$ cat src/rtl/tco_pkg.sv
// package: register map, field layouts and modes of the timer channel output block
package tco_pkg;
  localparam int ADDR_W = 8;
  localparam int IDX_CTRL = 6;
  localparam int IDX_SCR = 7;
  localparam logic [ADDR_W-1:0] ADDR_CTRL = ADDR_W'(IDX_CTRL * 4);
  localparam logic [ADDR_W-1:0] ADDR_SCR = ADDR_W'(IDX_SCR * 4);

  localparam logic [15:0] CTRL_RESET = 16'h0000;
  localparam logic [15:0] SCR_RESET = 16'h0000;

  localparam logic [1:0] RESP_OKAY = 2'h0;
  localparam logic [1:0] RESP_SLVERR = 2'h2;

  localparam logic [2:0] OM_ACTIVE = 3'h0;
  localparam logic [2:0] OM_CLEAR = 3'h1;
  localparam logic [2:0] OM_SET = 3'h2;
  localparam logic [2:0] OM_TOGGLE = 3'h3;
  localparam logic [2:0] OM_ALT = 3'h4;
  localparam logic [2:0] OM_SET_SEC = 3'h5;
  localparam logic [2:0] OM_SET_ROLL = 3'h6;
  localparam logic [2:0] OM_GATED = 3'h7;

  localparam logic [1:0] CM_OFF = 2'h0;
  localparam logic [1:0] CM_RISE = 2'h1;
  localparam logic [1:0] CM_FALL = 2'h2;
  localparam logic [1:0] CM_BOTH = 2'h3;

  // channel control word, bit 15 first
  typedef struct packed {
    logic [2:0] count_mode;
    logic [3:0] primary_src;
    logic [1:0] secondary_src;
    logic count_single;
    logic count_length;
    logic count_down;
    logic cochannel_reinit_enable;
    logic [2:0] out_mode;
  } tco_ctrl_t;

  // status and control word, bit 15 first
  typedef struct packed {
    logic compare_flag;
    logic compare_irq_enable;
    logic overflow_flag;
    logic overflow_irq_enable;
    logic edge_flag;
    logic edge_irq_enable;
    logic input_polarity;
    logic input_level;
    logic [1:0] capture_mode;
    logic broadcast_master;
    logic external_force_enable;
    logic forced_level;
    logic force_cmd;
    logic output_polarity;
    logic pin_drive_enable;
  } tco_scr_t;

  typedef enum logic [2:0] {
    WS_COLLECT = 3'b001,
    WS_EXEC = 3'b010,
    WS_RESP = 3'b100
  } tco_wstate_t;
endpackage

$ cat src/rtl/tco_channel.sv
// module: output flag, status flags, capture control and force logic of one timer channel
//
// Chosen here: the AXI4-Lite interface to the registers.
`timescale 1ns/1ns
module tco_channel
  import tco_pkg::*;
(
  input wire logic REF_CLK, // 250 MHz clock
  input wire logic RSTN, // sync reset, active low
  input wire logic [ADDR_W-1:0] S_AXI_AWADDR, // write address
  input wire logic S_AXI_AWVALID, // write address valid
  output logic S_AXI_AWREADY, // write address ready
  input wire logic [31:0] S_AXI_WDATA, // write data
  input wire logic [3:0] S_AXI_WSTRB, // write byte strobes
  input wire logic S_AXI_WVALID, // write data valid
  output logic S_AXI_WREADY, // write data ready
  output logic [1:0] S_AXI_BRESP, // write response
  output logic S_AXI_BVALID, // write response valid
  input wire logic S_AXI_BREADY, // write response ready
  input wire logic [ADDR_W-1:0] S_AXI_ARADDR, // read address
  input wire logic S_AXI_ARVALID, // read address valid
  output logic S_AXI_ARREADY, // read address ready
  output logic [31:0] S_AXI_RDATA, // read data
  output logic [1:0] S_AXI_RRESP, // read response
  output logic S_AXI_RVALID, // read data valid
  input wire logic S_AXI_RREADY, // read data ready
  input wire logic COMPARE_HIT, // successful compare pulse from core
  input wire logic ROLLOVER, // counter rolled past limit pulse
  input wire logic CNT_ACTIVE, // counter active level
  input wire logic GATE_SRC, // primary source clock level
  input wire logic SEC_EDGE, // secondary source edge pulse
  input wire logic CO_CMP_IN, // compare broadcast from a master
  input wire logic PIN_IN, // external pin level
  input wire logic PIN_FROM_TIMER, // pin driven by another timer group
  output logic PIN_OUT, // pin drive value
  output logic PIN_OE_N, // pin output enable, low drives
  output logic CMP_BCAST_OUT, // compare broadcast to co-channels
  output logic REINIT_OUT, // reinit request to core
  output logic CMP_SEL_DOWN, // core compares against down value
  output logic CAPTURE_LOAD, // load capture register pulse
  output logic IRQ_COMPARE, // compare interrupt request
  output logic IRQ_OVERFLOW, // overflow interrupt request
  output logic IRQ_EDGE, // input edge interrupt request
  output tco_ctrl_t CTRL_OUT // control word to counter core
);

  tco_wstate_t wstate;
  logic [ADDR_W-1:0] wr_addr;
  logic [15:0] wr_data;
  logic [1:0] wr_strb;
  tco_ctrl_t ctrl;
  tco_scr_t status_control;
  logic timer_out_flag;
  logic pin_prev;

  function automatic logic [15:0] merge16(input logic [15:0] old, input logic [15:0] data,
                                          input logic [1:0] strb);
    merge16 = {strb[1] ? data[15:8] : old[15:8], strb[0] ? data[7:0] : old[7:0]};
  endfunction

  function automatic logic zero_write(input logic en, input logic strb, input logic bit_val);
    zero_write = en & strb & ~bit_val;
  endfunction

  // write path decode
  wire aw_hs = S_AXI_AWVALID & S_AXI_AWREADY;
  wire w_hs = S_AXI_WVALID & S_AXI_WREADY;
  wire aw_have = aw_hs | ~S_AXI_AWREADY;
  wire w_have = w_hs | ~S_AXI_WREADY;
  wire exec = (wstate == WS_EXEC);
  wire wr_ctrl = exec & (wr_addr == ADDR_CTRL);
  wire wr_scr = exec & (wr_addr == ADDR_SCR);
  wire wr_bad = exec & ~wr_ctrl & ~wr_scr;
  wire [15:0] scr_merged = merge16(status_control, wr_data, wr_strb);
  wire tco_scr_t scr_w = scr_merged;
  wire [15:0] ctrl_merged = merge16(ctrl, wr_data, wr_strb);

  // read path decode
  wire ar_hs = S_AXI_ARVALID & S_AXI_ARREADY;
  wire rd_ctrl = (S_AXI_ARADDR == ADDR_CTRL);
  wire rd_scr = (S_AXI_ARADDR == ADDR_SCR);
  wire [15:0] rd_word = rd_ctrl ? ctrl : (rd_scr ? status_control : 16'h0000);

  // input conditioning and capture
  wire pin_level = PIN_IN ^ (status_control.input_polarity & ~PIN_FROM_TIMER);
  wire pin_rise = pin_level & ~pin_prev;
  wire pin_fall = ~pin_level & pin_prev;
  wire edge_sel = (status_control.capture_mode == CM_RISE) ? pin_rise :
                  (status_control.capture_mode == CM_FALL) ? pin_fall :
                  (status_control.capture_mode == CM_BOTH) ? (pin_rise | pin_fall) : 1'b0;
  wire cap_hit = edge_sel & ~status_control.edge_flag;

  // flag clears by zero write on the high byte
  wire clr_cmp = zero_write(wr_scr, wr_strb[1], wr_data[15]);
  wire clr_ovf = zero_write(wr_scr, wr_strb[1], wr_data[13]);
  wire clr_edge = zero_write(wr_scr, wr_strb[1], wr_data[11]);
  wire next_cmp_flag = COMPARE_HIT | (status_control.compare_flag & ~clr_cmp);
  wire next_ovf_flag = ROLLOVER | (status_control.overflow_flag & ~clr_ovf);
  wire next_edge_flag = cap_hit | (status_control.edge_flag & ~clr_edge);

  // control bits after this cycle's write
  wire tco_scr_t scr_ctl = wr_scr ? scr_w : status_control;
  wire [2:0] omode = ctrl.out_mode;

  // force sources share the forced level
  wire sw_force = wr_scr & wr_strb[0] & wr_data[2];
  wire ext_force = status_control.external_force_enable & CO_CMP_IN;
  wire force_any = sw_force | ext_force;

  // output flag behaviour by mode
  wire mode_flag =
    (omode == OM_ACTIVE) ? CNT_ACTIVE :
    (omode == OM_GATED) ? (CNT_ACTIVE & GATE_SRC) :
    (omode == OM_CLEAR) ? (COMPARE_HIT ? 1'b0 : timer_out_flag) :
    (omode == OM_SET) ? (COMPARE_HIT ? 1'b1 : timer_out_flag) :
    (omode == OM_TOGGLE || omode == OM_ALT) ? (timer_out_flag ^ COMPARE_HIT) :
    (omode == OM_SET_SEC) ? (COMPARE_HIT | (timer_out_flag & ~SEC_EDGE)) :
    (COMPARE_HIT | (timer_out_flag & ~ROLLOVER));
  wire next_timer_out_flag = force_any ? scr_ctl.forced_level : mode_flag;

  wire next_reinit = (ctrl.cochannel_reinit_enable & CO_CMP_IN) |
                     ((omode == OM_ALT) & COMPARE_HIT);

  always_ff @(posedge REF_CLK)
  begin
    if (!RSTN)
    begin
      wstate <= WS_COLLECT;
      S_AXI_AWREADY <= 1'b1;
      S_AXI_WREADY <= 1'b1;
      S_AXI_BVALID <= 1'b0;
      S_AXI_BRESP <= RESP_OKAY;
      wr_addr <= '0;
      wr_data <= 16'h0000;
      wr_strb <= 2'h0;
    end
    else
    begin
      if (aw_hs)
      begin
        wr_addr <= S_AXI_AWADDR;
        S_AXI_AWREADY <= 1'b0;
      end
      if (w_hs)
      begin
        wr_data <= S_AXI_WDATA[15:0];
        wr_strb <= S_AXI_WSTRB[1:0];
        S_AXI_WREADY <= 1'b0;
      end
      case (wstate)
        WS_COLLECT:
        begin
          if (aw_have && w_have)
            wstate <= WS_EXEC;
        end
        WS_EXEC:
        begin
          S_AXI_BVALID <= 1'b1;
          S_AXI_BRESP <= wr_bad ? RESP_SLVERR : RESP_OKAY;
          wstate <= WS_RESP;
        end
        WS_RESP:
        begin
          if (S_AXI_BREADY)
          begin
            S_AXI_BVALID <= 1'b0;
            S_AXI_AWREADY <= 1'b1;
            S_AXI_WREADY <= 1'b1;
            wstate <= WS_COLLECT;
          end
        end
        default:
          wstate <= WS_COLLECT;
      endcase
    end
  end

  always_ff @(posedge REF_CLK)
  begin
    if (!RSTN)
    begin
      S_AXI_ARREADY <= 1'b1;
      S_AXI_RVALID <= 1'b0;
      S_AXI_RDATA <= 32'h00000000;
      S_AXI_RRESP <= RESP_OKAY;
    end
    else if (ar_hs)
    begin
      S_AXI_ARREADY <= 1'b0;
      S_AXI_RVALID <= 1'b1;
      S_AXI_RDATA <= {16'h0000, rd_word};
      S_AXI_RRESP <= (rd_ctrl | rd_scr) ? RESP_OKAY : RESP_SLVERR;
    end
    else if (S_AXI_RVALID && S_AXI_RREADY)
    begin
      S_AXI_RVALID <= 1'b0;
      S_AXI_ARREADY <= 1'b1;
    end
  end

  // registers and flags
  always_ff @(posedge REF_CLK)
  begin
    if (!RSTN)
    begin
      ctrl <= CTRL_RESET;
      status_control <= SCR_RESET;
      pin_prev <= 1'b0;
    end
    else
    begin
      if (wr_ctrl)
        ctrl <= ctrl_merged;
      status_control <= scr_ctl;
      status_control.force_cmd <= 1'b0;
      status_control.input_level <= pin_level;
      status_control.compare_flag <= next_cmp_flag;
      status_control.overflow_flag <= next_ovf_flag;
      status_control.edge_flag <= next_edge_flag;
      pin_prev <= pin_level;
    end
  end

  // output flag, pin and channel outputs
  always_ff @(posedge REF_CLK)
  begin
    if (!RSTN)
    begin
      timer_out_flag <= 1'b0;
      PIN_OUT <= 1'b0;
      PIN_OE_N <= 1'b1;
      CMP_BCAST_OUT <= 1'b0;
      REINIT_OUT <= 1'b0;
      CMP_SEL_DOWN <= 1'b0;
      CAPTURE_LOAD <= 1'b0;
      IRQ_COMPARE <= 1'b0;
      IRQ_OVERFLOW <= 1'b0;
      IRQ_EDGE <= 1'b0;
      CTRL_OUT <= CTRL_RESET;
    end
    else
    begin
      timer_out_flag <= next_timer_out_flag;
      PIN_OUT <= next_timer_out_flag ^ scr_ctl.output_polarity;
      PIN_OE_N <= ~scr_ctl.pin_drive_enable;
      CMP_BCAST_OUT <= status_control.broadcast_master & COMPARE_HIT;
      REINIT_OUT <= next_reinit;
      if (omode != OM_ALT)
        CMP_SEL_DOWN <= 1'b0;
      else if (COMPARE_HIT)
        CMP_SEL_DOWN <= ~CMP_SEL_DOWN;
      CAPTURE_LOAD <= cap_hit;
      IRQ_COMPARE <= status_control.compare_flag & status_control.compare_irq_enable;
      IRQ_OVERFLOW <= status_control.overflow_flag & status_control.overflow_irq_enable;
      IRQ_EDGE <= status_control.edge_flag & status_control.edge_irq_enable & (status_control.capture_mode != CM_OFF);
      CTRL_OUT <= wr_ctrl ? tco_ctrl_t'(ctrl_merged) : ctrl;
    end
  end
endmodule

$ cat config.mk
export PLATFORM = sky130hd
export DESIGN_NAME = tco_channel
export DESIGN_NICKNAME = d
export VERILOG_FILES = /design/src/rtl/tco_pkg.sv /design/src/rtl/tco_channel.sv
export SDC_FILE = /design/constraint.sdc
export NUM_CORES = 1
export LEC_CHECK = 0
export BUFFER_PORTS_ARGS = -buffer_cell sky130_fd_sc_hd__buf_2
export CAP_MARGIN = 20
export CORE_MARGIN = 1.5
export CORE_UTILIZATION = 45
export DETAILED_ROUTE_END_ITERATION = 16
export PLACE_DENSITY = 0.76
export SYNTH_ARGS = -nofsm -noshare
export SYNTH_HDL_FRONTEND = slang
export SYNTH_SLANG_ARGS = --single-unit
$ cat constraint.sdc
create_clock -name REF_CLK -period 3.4 [get_ports REF_CLK]
set_input_delay 0.17 -clock REF_CLK [delete_from_list [all_inputs] [get_ports REF_CLK]]
set_output_delay 0.17 -clock REF_CLK [all_outputs]
set_load 0.1 [all_outputs]
# --- Word-level counts from Yosys, hierarchy flattened ---
# Index checks and enable logic that the tools add are counted.
totals:
  ff_bits: 96
  latch_bits: 0
  mem_bits_rw: 0
  mem_bits_ro: 0
  wordCells: 177
  n_memories: 0
classes:
  n_addsub: 0
  mul: 0
  div_mod_pow: 0
  n_lt_le_gt_ge: 0
  n_eq_ne: 19
  shifts: 0
  mux: 34
  n_bitwise: 64
  n_reduce_logical: 14
ops:
  columns: ["cell", "n"]
  rows:
  - ["$eq A8 B5 Y1 const B", 4]
  - ["$mux W16", 2]
  - ["$and A1 B1 Y1", 31]
  - ["$mux W1", 23]
  - ["$not A1 Y1", 19]
  - ["$mux W15", 1]
  - ["$eq A3 B3 Y1 const B", 4]
  - ["$reduce_and A2 Y1", 6]
  - ["$or A1 B1 Y1", 11]
  - ["$eq A3 B2 Y1 const B", 3]
  - ["$pmux W3 S3", 1]
  - ["$mux W8", 1]
  - ["$mux W7", 1]
  - ["$eq A3 B1 Y1 const B", 2]
  - ["$mux W3", 2]
  - ["$reduce_bool A2 Y1", 3]
  - ["$eq A2 B2 Y1 const B", 2]
  - ["$mux W2", 2]
  - ["$ne A2 B2 Y1 const B", 2]
  - ["$logic_not A3 Y1", 1]
  - ["$ne A3 B3 Y1 const B", 1]
  - ["$xor A1 B1 Y1", 3]
  - ["$eq A2 B1 Y1 const B", 1]
  - ["$logic_and A1 B1 Y1", 2]
  - ["3 further kinds", 3]

# --- Depth between registers and ports, before layout ---
logic_depth:
  word_depth: 11
  depth_mapped: 10
  depth_no_buf: 10

# --- Least setup slack after synthesis ---
# Ideal clock, no wire load.
synth_path:
  path_type: "register -> register"
  start: "register CTRL_OUT[0] (netlist name)"
  end: "register PIN_OUT"
  setup_time_ns: 0.121
  arrival_time_ns: 2.425
  t_required_ns: 3.279
  path_slack_ns: 0.853
  path_stages_with_launch: 8
  n_path_buf: 1
  synth_period_minus_slack_ns: 2.547
  path_cell_list: "dfxtp_1 > clkbuf_1 > nor4_1 > nor4_1 > o311ai_0 > a21oi_1 > o22a_1 > mux2_4"
synth_rtl:
  columns: ["item", "line_no", "rtl"]
  rows:
  - ["to (signal assigned)", "tco_channel.sv:244", "PIN_OUT <= next_timer_out_flag ^ scr_ctl.output_polarity;"]
  - ["to (decl)", "tco_channel.sv:35", "output logic PIN_OUT,"]

# --- Final worst setup path ---
layout_path:
  start: "register wr_addr[0]"
  end: "register PIN_OUT"
layout_via:
  elab_chain_cells: 7
  elab_cells_between_ends: 8
  cone_classes: "1 x eq/ne; 2 x mux; 5 x bitwise"
layout_lines:
  columns: ["item", "line_no", "rtl"]
  rows:
  - ["from (decl)", "tco_channel.sv:48", "logic [ADDR_W-1:0] wr_addr;"]
  - ["from (signal assigned)", "tco_channel.sv:133", "wr_addr <= '0;"]
  - ["from (signal assigned)", "tco_channel.sv:141", "wr_addr <= S_AXI_AWADDR;"]
  - ["$eq A8 B5 Y1 (*)", "tco_channel.sv:72", "wire wr_scr = exec & (wr_addr == ADDR_SCR);"]
  - ["$and A1 B1 Y1 (*)", "tco_channel.sv:72", null]
  - ["$and A1 B1 Y1 (2 in series)", "tco_channel.sv:106", "wire sw_force = wr_scr & wr_strb[0] & wr_data[2];"]
  - ["$or A1 B1 Y1", "tco_channel.sv:108", "wire force_any = sw_force | ext_force;"]
  - ["$mux W1", "tco_channel.sv:119", "wire next_timer_out_flag = force_any ? scr_ctl.forced_level : mode_flag;"]
  - ["$xor A1 B1 Y1 (*)", "tco_channel.sv:244", null]
# Every way passes the cells marked *; elsewhere a longest branch is shown, timed or not.
# A chain may end at the register's enable or synchronous reset.

==> flow_summary.json <==
{
  "track_usage_pct": 19.0,
  "clock-sinks": 93,
  "fin_crit_ns": 2.48,
  "slew_violations": 0,
  "synth_area_leaders": "dfxtp_1 46%, a21boi_0 7.8%, nand2_1 7.6%, mux2i_1 7.2%, and2_1 3.4%",
  "die_h_microns": 97.8,
  "grt_max_degree": 69,
  "cts_resized": 0,
  "synth_seq_area_share_pct": 46.0,
  "ys_ff_latch": 93,
  "worstPathArrival_ns": 2.72,
  "io_buffers": 96,
  "rows": 34,
  "start_util_pct": 46.4,
  "yosysMostFrequentCell": "dfxtp_1",
  "min_period_over_period_pct": 72.9,
  "maxCapViolations": 0,
  "status": "finished clean",
  "core_area_sq_um": 8720,
  "worstMarginPinSlew_ns": 0.624,
  "required_ns": 3.64,
  "setup_viol": 0,
  "synth_edf_count": 0,
  "synth-async-reset-ratio_pct": 0,
  "cts_setup_buffers": 0,
  "cts_tree": "yes",
  "hold_buffers": 0,
  "nNetsFinal": 604,
  "place_ws_ns": 0.917,
  "syn_area_per_cell_sq_um": 8.93,
  "pin_count": 133,
  "cts_buffers": 9,
  "cp-start-kind": "register",
  "drcViolationCount": 0,
  "hpwl_microns": 6320,
  "slew_headroom_pct": 58.4,
  "crit_path_max_fanout": 9,
  "die_w_microns": 97.8,
  "ant_nets": 0,
  "postLayoutSetupSlackWorst_ns": 0.923,
  "ys_warn_count": 0,
  "place.gp.congestion": 0.752,
  "cts-htree-levels": 3,
  "die_area_sq_um": 9560,
  "via_per_inst": 5.03,
  "yosys.area.top_type_share_pct": 46.0,
  "grt_overflow": 0,
  "synthTopCellsByCount": "93 x dfxtp_1, 82 x nand2_1, 42 x a21boi_0, 29 x mux2i_1, 26 x o21ai_0",
  "min_path_type": "input port to register",
  "ir_drop_mv": 0.246,
  "diodes": 0,
  "max_freq_ghz": 0.404,
  "leakagePower_uw": 0.00206,
  "finalSetupTns_ns": 0,
  "cts.clk_slew.worst_paths_ns": 0.09,
  "yosys_most_used_dff": "dfxtp_1",
  "drt_iter0_drc": 242,
  "antenna_found_initial": 0,
  "num_vias": 3247,
  "yosys.area.top_type": "dfxtp_1",
  "synthCells": 453,
  "layout-area-overhead-vs-synth_pct": 16.1,
  "grt_pass1_wl_microns": 14700,
  "clockBufferDepth": 2,
  "post_drt_wl_per_cell_microns": 13.4,
  "firstDrtPassIters": 4,
  "worstSetupEndpointType": "register",
  "grt_pass1_vias": 3115,
  "clock_skew_ns": 0.00954,
  "drive_gt1_share_pct": 21.9,
  "rsz0062_at_grt": "no",
  "yosysUniqueCellTypes": 47,
  "syn_area_sq_um": 4040,
  "wl_microns": 8680,
  "clk_latency_ns": 0.36,
  "crit_type": "register to register",
  "power_density_nw_per_um2": 455,
  "hold_violations": 0,
  "root_buffer": "clkbuf_8"
}
cell usage in the layout (no fill, tap or decap), types with 6 or more instances in the layout:
| cell | count |
|---|---|
| and2_1 | 22 |
| a21boi_0 | 42 |
| nor2_1 | 7 |
| inv_1 | 8 |
| nand2_1 | 82 |
| mux2i_1 | 29 |
| o21ai_0 | 26 |
| buf_2 | 96 |
| a21oi_1 | 6 |
| nor2b_1 | 19 |
| clkbuf_8 | 12 |
| nand3_1 | 24 |
| conb_1 | 18 |
| dfxtp_1 | 93 |
power by group:
| part | switching [uW] | leakage, uW | internal, uW |
|---|---|---|---|
| Clock | 390 | 0.0000990 | 329 |
| Sequential | 27.4 | 0.000756 | 1120 |
| Combinational | 204 | 0.00120 | 68.5 |
| Total | 621 | 0.00206 | 1510 |
kinds of logic (layout without fill, tap and decap cells):
family          count (synthesis)  after routing  synth area share, %
compound gates                 86             86                 14.3
xor+xnor                        2              2                0.433
fa+ha+maj                       4              4                 1.24
buf+inv                        54            122                 6.93
flops                          93             93                 46.0
mux                            30             30                 7.55
other cells                     1             18               0.0927
simple gates                  183            183                 23.5
layout make-up:
type | instances | area (sq um)
fill | 813 | 4030
tap | 108 | 135
sequential | 93 | 1860
timing repair buffer | 98 | 508
clock inverter | 4 | 30.0
multi-input combinational | 323 | 1970
clock buffer | 12 | 165
inverter | 8 | 30.0
critical path, cell delays in order (launching register included):
cell and delay (ns):
dfxtp_1 0.32, or4_4 0.54, nor4_4 0.29, and3_1 0.54, nand2_1 0.12, o22a_1 0.25, mux2_4 0.30
stage by stage:
stage / hold WS, ns / cells / util (%) / cell area (sq um) / total power [uW]
floorplan: 0.284 / 470 / - / 4110 / 1400
global placement: 0.411 / 629 / 51.4 / 4480 / 1440
detailed placement: 0.410 / 630 / 51.6 / 4500 / 1440
CTS: 0.0209 / 646 / 53.8 / 4700 / 2150
global route: 0.0531 / 646 / 53.8 / 4700 / 2230
finish: 0.0490 / 646 / 53.8 / 4700 / 2140
state kept, by name, summed over array words and instances (netlist names), 2 cells and up:
register        flops
wr_strb             2
wstate              3
CTRL_OUT           16
wr_addr             8
wr_data            16
status_control     14
S_AXI_RDATA        16
final timing paths:
check,start,end,slack (ns),depth (start not counted)
setup / recovery,wr_addr[0]$_SDFFE_PN0P_,PIN_OUT$_SDFF_PN0_,0.92,6
hold / removal,S_AXI_WVALID,S_AXI_WREADY$_SDFF_PN1_,0.05,2
setup reg to reg,wr_addr[0]$_SDFFE_PN0P_,PIN_OUT$_SDFF_PN0_,0.92,6
hold reg to reg,wr_addr[0]$_SDFFE_PN0P_,wr_addr[0]$_SDFFE_PN0P_,0.47,2
routing by layer:
layer	global-route usage (%)	vias to the layer above	part of all wire, %
met2	29.1	98	44
met4	8.57	0	2.5
met3	4.37	14	5.5
li1	-	1664	-
met5	0	-	0
met1	25.6	1471	48
Note: power is estimated with default switching activity, not from simulation.
